$ cat src/pll_scan_pkg.sv
// shared constants for the pll scan reconfiguration link
package pll_scan_pkg;
    localparam int          NUM_PLLS       = 1;       // configured transceiver plls
    localparam int          IMAGE_BITS     = 144;     // scan chain length per pll
    localparam int          CNT_W          = 8;       // width of bit counters
    localparam int          MCLK_MHZ       = 20;      // controller clock rate
    localparam int          SETTLE_NS      = 4000;    // least wait after frequency lock
    localparam int          SETTLE_CYC     = (SETTLE_NS * MCLK_MHZ + 999) / 1000; // rounded up
    localparam int          SCLK_DIV       = 2;       // mclk cycles per scan clock half period
    localparam int          DONE_DLY       = 2;       // link cycles from update to done
    localparam logic [15:0] WAIT_W_MAX     = 16'hFFFF; // largest value of the 16-bit wait counter
endpackage : pll_scan_pkg

$ cat src/pll_scan_if.sv
// link between the transceiver pll scan port and the fabric controller
`timescale 1ns/100ps
interface pll_scan_if #(parameter int N = pll_scan_pkg::NUM_PLLS);
    logic [N-1:0] areset;        // pll reset, controller to pll
    logic [N-1:0] scandata;      // serial config in
    logic [N-1:0] scanclk;       // scan clock, made by controller
    logic [N-1:0] scanclkena;    // scan clock gate
    logic [N-1:0] configupdate;  // apply shifted image
    logic [N-1:0] reconfig_done; // pll finished reconfiguring
    logic [N-1:0] scandataout;   // serial readback of current config
    modport pll  (input areset, scandata, scanclk, scanclkena, configupdate,
                  output reconfig_done, scandataout);
    modport ctrl (output areset, scandata, scanclk, scanclkena, configupdate,
                  input reconfig_done, scandataout);
endinterface : pll_scan_if

$ cat src/pll_scan_ctrl.sv
// fabric controller: drives scan chain and sequences pll and channel resets
`timescale 1ns/100ps
module pll_scan_ctrl
    import pll_scan_pkg::*;
#(
    parameter int N      = pll_scan_pkg::NUM_PLLS,    // plls under control
    parameter int BITS   = pll_scan_pkg::IMAGE_BITS,  // image length
    parameter int SETTLE = pll_scan_pkg::SETTLE_CYC   // mclk cycles of settle wait
) (
    input  wire logic         mclk,          // controller clock
    input  wire logic         rst_n,         // async reset, active low
    pll_scan_if.ctrl          link,          // scan port of the transceiver
    input  wire logic [N-1:0] user_areset,   // user pll reset, passed to the pll except in S_WDONE and S_CHAN
    input  wire logic         start,         // begin a reconfiguration, pulse
    input  wire logic [$clog2(N > 1 ? N : 2)-1:0] pll_sel, // pll to reconfigure
    input  wire logic         image_bit,     // next image bit from outside rom
    output logic              image_req,     // image bit consumed this cycle
    output logic              readback_bit,  // captured scan-out bit
    output logic              readback_vld,  // readback_bit valid, pulse
    output logic              chan_req,      // ask for channel reconfiguration
    input  wire logic         chan_done,     // all sharing channels reconfigured
    input  wire logic         rx_freqlocked, // receiver frequency locked, async
    output logic              tx_digitalreset, // channel resets
    output logic              rx_digitalreset,
    output logic              rx_analogreset,
    output logic              busy           // sequence in progress
);
    import pll_scan_pkg::*;

    typedef enum logic [6:0] {
        S_IDLE  = 7'h01, S_SHIFT = 7'h02, S_UPD = 7'h04, S_WDONE = 7'h08,
        S_CHAN  = 7'h10, S_LOCK  = 7'h20, S_SETL = 7'h40
    } st_t;

    st_t              st_r, st_nxt;             // sequencer state
    logic [7:0]       div_r, div_nxt;           // scan clock divider
    logic             sclk_r, sclk_nxt;         // scan clock level
    logic [CNT_W-1:0] cnt_r, cnt_nxt;           // bits shifted
    logic [15:0]      wait_r, wait_nxt;         // settle counter
    logic [N-1:0]     ena_r, ena_nxt, upd_r, upd_nxt, dat_r, dat_nxt, ar_r, ar_nxt;
    logic             req_r, req_nxt, rb_r, rb_nxt, rbv_r, rbv_nxt, cq_r, cq_nxt;
    logic             txd_r, txd_nxt, rxd_r, rxd_nxt, rxa_r, rxa_nxt;
    logic [2:0]       lk_s;                     // freqlock synchroniser
    logic [N-1:0]     dn_s1, dn_s2, dn_s3;      // done synchroniser
    logic             lock_ok, done_ok, sel_so, fall;
    logic             busy_r, busy_nxt;         // registered busy flag, keeps the output on a flop
    logic [N-1:0]     onehot;

    // a rise counts once the second and third stage agree
    always_ff @(posedge mclk or negedge rst_n) begin
        if (!rst_n) begin
            lk_s  <= 3'h0;
            dn_s1 <= '0;
            dn_s2 <= '0;
            dn_s3 <= '0;
        end else begin
            lk_s  <= {lk_s[1:0], rx_freqlocked};
            dn_s1 <= link.reconfig_done;
            dn_s2 <= dn_s1;
            dn_s3 <= dn_s2;
        end
    end

    always_comb begin
        onehot  = '0;
        onehot[pll_sel] = 1'b1;
        lock_ok = lk_s[1] & lk_s[2];
        done_ok = dn_s2[pll_sel] & dn_s3[pll_sel];
        sel_so  = link.scandataout[pll_sel];
        fall    = (div_r == 8'(SCLK_DIV - 1)) & sclk_r; // scan clock about to fall
    end

    // next-state logic for the whole sequence
    always_comb begin
        st_nxt  = st_r;
        div_nxt = (div_r == 8'(SCLK_DIV - 1)) ? 8'h00 : div_r + 8'h01;
        sclk_nxt = (div_r == 8'(SCLK_DIV - 1)) ? ~sclk_r : sclk_r;
        cnt_nxt = cnt_r;
        wait_nxt = wait_r;
        ena_nxt = ena_r;
        upd_nxt = '0;
        dat_nxt = dat_r;
        ar_nxt  = user_areset;                   // user owns it except in S_WDONE and S_CHAN
        req_nxt = 1'b0;
        rb_nxt  = rb_r;
        rbv_nxt = 1'b0;
        cq_nxt  = 1'b0;
        txd_nxt = txd_r;
        rxd_nxt = rxd_r;
        rxa_nxt = rxa_r;
        unique case (st_r)
            S_IDLE: begin
                if (start) begin
                    st_nxt  = S_SHIFT;
                    cnt_nxt = '0;
                    txd_nxt = 1'b1;
                    rxd_nxt = 1'b1;
                    rxa_nxt = 1'b1;
                end
            end
            S_SHIFT: begin                       // data changes on falling scan clock
                if (fall) begin
                    if (cnt_r == CNT_W'(BITS)) begin
                        ena_nxt = '0;            // gate closes before update
                        st_nxt  = S_UPD;
                    end else begin
                        ena_nxt = onehot;
                        dat_nxt = image_bit ? onehot : '0;
                        req_nxt = 1'b1;
                        cnt_nxt = cnt_r + CNT_W'(1);
                        rb_nxt  = sel_so;        // capture readback
                        rbv_nxt = (cnt_r != '0);
                    end
                end
            end
            S_UPD: begin
                upd_nxt = upd_r;                 // strobe holds between scan falls
                if (fall && upd_r == '0) begin
                    upd_nxt = onehot;            // last bit already shifted
                end else if (fall) begin
                    upd_nxt = '0;                // one full scan period, so a rising scan edge sees it
                    st_nxt  = S_WDONE;
                end
            end
            S_WDONE: begin
                ar_nxt = '0;                     // user input ignored
                if (done_ok) begin               // second and third stage agree
                    ar_nxt = onehot;             // first edge seeing done
                    st_nxt = S_CHAN;
                end
            end
            S_CHAN: begin
                ar_nxt = '0;
                cq_nxt = ~chan_done;             // pll first, then channels
                if (chan_done) begin             // waits for all channels
                    txd_nxt = 1'b0;
                    rxa_nxt = 1'b0;
                    st_nxt  = S_LOCK;
                end
            end
            S_LOCK: begin
                wait_nxt = '0;
                if (lock_ok) begin
                    st_nxt = S_SETL;
                end
            end
            S_SETL: begin
                if (!lock_ok) begin
                    st_nxt = S_LOCK;             // lock lost, start waiting again
                end else if (wait_r >= 16'(SETTLE - 1)) begin
                    rxd_nxt = 1'b0;
                    st_nxt  = S_IDLE;
                end else begin
                    wait_nxt = wait_r + 16'h0001;
                end
            end
            default: st_nxt = S_IDLE;
        endcase
        busy_nxt = (st_nxt != S_IDLE);           // same timing as the state, but from a flop
    end

    // registers only
    always_ff @(posedge mclk or negedge rst_n) begin
        if (!rst_n) begin
            st_r   <= S_IDLE;
            div_r  <= 8'h00;
            sclk_r <= 1'b0;
            cnt_r  <= '0;
            wait_r <= 16'h0000;
            ena_r  <= '0;
            upd_r  <= '0;
            dat_r  <= '0;
            ar_r   <= '0;
            req_r  <= 1'b0;
            rb_r   <= 1'b0;
            rbv_r  <= 1'b0;
            cq_r   <= 1'b0;
            txd_r  <= 1'b1;                      // channels held in reset from power-up
            rxd_r  <= 1'b1;
            rxa_r  <= 1'b1;
            busy_r <= 1'b0;
        end else begin
            st_r   <= st_nxt;
            div_r  <= div_nxt;
            sclk_r <= sclk_nxt;
            cnt_r  <= cnt_nxt;
            wait_r <= wait_nxt;
            ena_r  <= ena_nxt;
            upd_r  <= upd_nxt;
            dat_r  <= dat_nxt;
            ar_r   <= ar_nxt;
            req_r  <= req_nxt;
            rb_r   <= rb_nxt;
            rbv_r  <= rbv_nxt;
            cq_r   <= cq_nxt;
            txd_r  <= txd_nxt;
            rxd_r  <= rxd_nxt;
            rxa_r  <= rxa_nxt;
            busy_r <= busy_nxt;
        end
    end

    // scan clock runs free to every pll; the enable picks who shifts
    assign link.scanclk      = {N{sclk_r}};
    assign link.scanclkena   = ena_r;
    assign link.scandata     = dat_r;
    assign link.configupdate = upd_r;
    assign link.areset       = ar_r;
    assign image_req         = req_r;
    assign readback_bit      = rb_r;
    assign readback_vld      = rbv_r;
    assign chan_req          = cq_r;
    assign tx_digitalreset   = txd_r;
    assign rx_digitalreset   = rxd_r;
    assign rx_analogreset    = rxa_r;
    assign busy              = busy_r;
endmodule : pll_scan_ctrl

$ cat src/flat_wrapper.sv
// flat-port wrapper written by rule: the top's interface ports become plain ports
module pll_scan_ctrl_flat import pll_scan_pkg::*;
#(
    parameter int N      = pll_scan_pkg::NUM_PLLS,                         
    parameter int BITS   = pll_scan_pkg::IMAGE_BITS,                 
    parameter int SETTLE = pll_scan_pkg::SETTLE_CYC                                
)
  (mclk, rst_n, user_areset, start, pll_sel, image_bit, image_req, readback_bit, readback_vld, chan_req, chan_done, rx_freqlocked, tx_digitalreset, rx_digitalreset, rx_analogreset, busy, link_areset, link_scandata, link_scanclk, link_scanclkena, link_configupdate, link_reconfig_done, link_scandataout);
  pll_scan_if #(.N(N)) link_i ();
  input  wire logic mclk;
  input  wire logic rst_n;
  input  wire logic [N-1:0] user_areset;
  input  wire logic start;
  input  wire logic [$clog2(N > 1 ? N : 2)-1:0] pll_sel;
  input  wire logic image_bit;
  output logic image_req;
  output logic readback_bit;
  output logic readback_vld;
  output logic chan_req;
  input  wire logic chan_done;
  input  wire logic rx_freqlocked;
  output logic tx_digitalreset;
  output logic rx_digitalreset;
  output logic rx_analogreset;
  output logic busy;
  output wire logic [$bits(link_i.areset)-1:0] link_areset;
  output wire logic [$bits(link_i.scandata)-1:0] link_scandata;
  output wire logic [$bits(link_i.scanclk)-1:0] link_scanclk;
  output wire logic [$bits(link_i.scanclkena)-1:0] link_scanclkena;
  output wire logic [$bits(link_i.configupdate)-1:0] link_configupdate;
  input wire logic [$bits(link_i.reconfig_done)-1:0] link_reconfig_done;
  input wire logic [$bits(link_i.scandataout)-1:0] link_scandataout;
  assign link_areset = link_i.areset;
  assign link_scandata = link_i.scandata;
  assign link_scanclk = link_i.scanclk;
  assign link_scanclkena = link_i.scanclkena;
  assign link_configupdate = link_i.configupdate;
  assign link_i.reconfig_done = link_reconfig_done;
  assign link_i.scandataout = link_scandataout;
  pll_scan_ctrl #(.N(N), .BITS(BITS), .SETTLE(SETTLE)) u_core (.mclk(mclk), .rst_n(rst_n), .link(link_i), .user_areset(user_areset), .start(start), .pll_sel(pll_sel), .image_bit(image_bit), .image_req(image_req), .readback_bit(readback_bit), .readback_vld(readback_vld), .chan_req(chan_req), .chan_done(chan_done), .rx_freqlocked(rx_freqlocked), .tx_digitalreset(tx_digitalreset), .rx_digitalreset(rx_digitalreset), .rx_analogreset(rx_analogreset), .busy(busy));
endmodule
$ cat config.mk
export PLATFORM = sky130hd
export DESIGN_NAME = pll_scan_ctrl_flat
export DESIGN_NICKNAME = d
export VERILOG_FILES = /design/src/pll_scan_pkg.sv /design/src/pll_scan_if.sv /design/src/pll_scan_ctrl.sv /design/src/flat_wrapper.sv
export SDC_FILE = /design/constraint.sdc
export NUM_CORES = 1
export LEC_CHECK = 0
export ABC_AREA = 1
export BUFFER_PORTS_ARGS = -buffer_cell sky130_fd_sc_hd__buf_4
export CORE_UTILIZATION = 31
export CTS_BUF_LIST = sky130_fd_sc_hd__clkbuf_16
export DETAILED_ROUTE_END_ITERATION = 10
export PLACE_DENSITY = 0.54
export SLEW_MARGIN = 15
export SYNTH_ARGS = -nofsm -noshare
export SYNTH_HDL_FRONTEND = slang
export SYNTH_SLANG_ARGS = --single-unit
$ cat constraint.sdc
create_clock -name mclk -period 3.4 [get_ports mclk]
set_input_delay 0.17 -clock mclk [delete_from_list [all_inputs] [get_ports mclk]]
set_output_delay 0.17 -clock mclk [all_outputs]
set_load 0.05 [all_outputs]
==> run metrics <==
outcome finished, final reports clean; most common cell after layout, fill and taps aside nand2_1; synthesized area 2770 um^2; DR pass1 iterations 4; NumNets Final 363; CP Data Required Time 3.66 ns; Design Area, Final 3370 um^2; area post-placement 3040 um^2; # clock sinks 57; first-pass GRT wire length 9160 um; Worst Skew 0.00581 ns; drc violations 0; Total GRT Usage 0.131; slew at the pin closest to its max-slew limit 0.708 ns; post-synth net total 330; switch share 0.309; area delta synth->final 21.5%; post-place setup slack 1.67 ns; main area contributors after synthesis dfrtp_1 (49%), nand2_1 (9.3%), nor2_1 (6.2%); Ant. Diodes 0; Peak supply drop 0.384 mV; Internal 0.00142 W; Setup CP Type reg2reg; ratio of cells with drive above 1 in the final layout 0.187; Starting Density 0.319; cell mode on critical path nand2_1; Core Region 8680 um^2; Leak Pwr 1.76 nW; DR iter-0 viols 95; # setup viols final 0; Yosys warnings 0; Hold Violations, Final 0; CTS Buf Count 9; Max Cap Violations 0; total die area 9320 um^2; register area share after synthesis 0.516; Root Buffer clkbuf_16; pwr/cell area 609 nW/um^2; Final WS setup 1.69 ns; area leader, netlist dfrtp_1; CTS H-Tree Depth 3; PostCTS Resize Cnt 0; Die Wd 96.6 um; clock transition at the registers of the reported paths 0.05 ns; Comb pwr share 0.198; Max Fanout on Critical Path 14; final period utilization 0.502; crit-path max cell delay 0.43 ns; Net Switching 0.000634 W; Routed WL 5170 um; Worst EP arrival 1.97 ns; RSZ-0062 raised after global routing no; setup TNS 0 ns; post-synth cell types 36; worst-skew pair later-pin latency 0.32 ns; syn avg cell area 8.80 um^2; Tightest Hold Check Type in2reg; final core occ 0.388; Die H 96.6 um; hold bufs inserted after CTS 3; total grt overflow 0; Critical Path, Cell by Cell ha_1, nand3_1, nand2_1, nand2_1, nand2_1, a21oi_4, nand3_1, nand2_1; CTS tree built; synthesis-stage register bit count 57; Max clock buf depth 2; Via-to-Cell Ratio 4.40; Reg power frac 0.376; Routability Congestion 0.805; Crit-path slowest cell dfrtp_1; CP Launch Type flop; number of setup buffers added after CTS 0; most frequent cells in the layout nand2_1 (69), dfrtp_1 (54), nor2_1 (46), inv_1 (45), nand3_1 (26); antenna viol nets, final 0; Clk pwr share 0.427; Mapped Cells 315; Final Slew Violations 0; pin count of the biggest net entering global routing 58; initial antenna violation count 0; number of global-route vias before repair 2,005; drt wl/cell 11.2 um; Yosys top cell area share 0.488; relative slew slack 0.528; io pins 23; via count 2,027; # port buffers 22; cell row count 34; Fmax achieved 0.586 GHz; Final min period 1.71 ns; HPWL Detailed 3690 um; critical path endpoint category flop
metal layers:
| metal | wire length [um] | part of all wire | track usage | vias to the layer above |
|---|---|---|---|---|
| met4 | 76 | 0.015 | 0.0551 | 0 |
| met2 | 2440 | 0.47 | 0.202 | 24 |
| met3 | 189 | 0.037 | 0.0469 | 9 |
| met5 | 0 | 0 | 0 | - |
| li1 | - | - | - | 1053 |
| met1 | 2460 | 0.48 | 0.166 | 941 |
critical path, delay by kind of cell, from the launching register on:
| family | cells | cell delay [ns] |
|---|---|---|
| and+or+nand+nor | 6 | 0.57 |
| adders and majority gates | 1 | 0.24 |
| AOI/OAI and AO/OA | 1 | 0.39 |
| DFF | 1 | 0.43 |
synth_stat cells:
| master | n |
|---|---|
| nor2_8 | 1 |
| inv_1 | 45 |
| nor3_1 | 4 |
| a21oi_4 | 1 |
| xor2_1 | 10 |
| nand4_2 | 1 |
| nor2_1 | 46 |
| nand3_1 | 26 |
| and3_1 | 1 |
| buf_6 | 2 |
| ha_1 | 5 |
| dfstp_2 | 3 |
| nor2_4 | 4 |
| nor4_1 | 1 |
| a21o_1 | 1 |
| inv_2 | 1 |
| nand3_2 | 1 |
| nor2_2 | 2 |
| nor3b_1 | 1 |
| or2_2 | 1 |
| nand2_1 | 69 |
| a31o_2 | 2 |
| a21oi_1 | 2 |
| nand2_4 | 3 |
| nand2_2 | 5 |
| o211ai_1 | 1 |
| o21ai_1 | 1 |
| nand3b_4 | 1 |
| nand4_1 | 5 |
| dfrtp_1 | 54 |
| o21ai_0 | 10 |
| xnor2_1 | 1 |
| mux2i_4 | 1 |
| buf_4 | 1 |
| a21oi_2 | 1 |
| mux2i_1 | 1 |
metrics by stage:
| stage | hold WS, ns | instances | power (W) |
|---|---|---|---|
| 6_report | 0.0483 | 461 | 0.00205 |
| 5_1_grt | 0.0455 | 461 | 0.00215 |
| 4_1_cts | 0.0395 | 461 | 0.00209 |
| 3_5_place_dp | 0.278 | 442 | 0.00119 |
| 3_3_place_gp | 0.280 | 442 | 0.00119 |
| 2_1_floorplan | -0.126 | 315 | 0.00107 |
path summary, 6_finish.rpt:
path                             startpoint                  end  slack (ns)  cells past startpoint
max                        u_core.wait_r[0]     u_core.wait_r[1]        1.69                      8
min                        link_scandataout  u_core.readback_bit        0.05                      3
max reg2reg                u_core.wait_r[0]     u_core.wait_r[1]        1.69                      8
min reg2reg                    u_core.dn_s1         u_core.dn_s2        0.36                      0
max in group asynchronous             rst_n  u_core.readback_vld        2.48                      2
min in group asynchronous             rst_n    u_core.wait_r[10]        0.44                      2
kinds of logic (layout without fill, tap and decap cells):
group	count (synthesis)	in the layout	synth area share
XOR/XNOR	11	11	0.0348
multiplexers	2	2	0.0117
adder cells (fa/ha/maj)	5	5	0.0226
buffers and inverters	49	87	0.0731
AO/OA/AOI/OAI	19	19	0.0442
AND/OR/NAND/NOR	172	172	0.298
flip-flops	57	57	0.516
area by class of cell:
type                    instances  area, um^2
fillers                       907        5310
flip-flops and latches         57        1430
multi-input cells             209        1140
clock buffers                   9         225
repair buffers                 25         195
inverters                      46         173
well taps                     108         135
clock inverters                 7        71.3
flip-flops by register name (all words and copies together) (netlist names):
signal and flops:
u_core.link.scanclk 1, u_core.dn_s2 1, u_core.chan_req 1, u_core.rx_digitalreset 1, u_core.link.scanclkena 1, u_core.lk_s 3, u_core.image_req 1, u_core.dn_s3 1
u_core.link.configupdate 1, u_core.readback_bit 1, u_core.dn_s1 1, u_core.tx_digitalreset 1, u_core.wait_r 16, u_core.cnt_r 8, u_core.st_r 7, u_core.link.scandata 1
u_core.busy 1, u_core.readback_vld 1, u_core.div_r 8, u_core.link.areset 1
power by group through the flow:
stage | clock network, W | registers, W | logic, W
2_1_floorplan | 0 | 0.000885 | 0.000189
3_3_place_gp | 0 | 0.000783 | 0.000408
6_report | 0.000876 | 0.000771 | 0.000405
3_5_place_dp | 0 | 0.000781 | 0.000410
5_1_grt | 0.000932 | 0.000779 | 0.000441
4_1_cts | 0.000904 | 0.000772 | 0.000412
(Power assumes the default switching activity.)
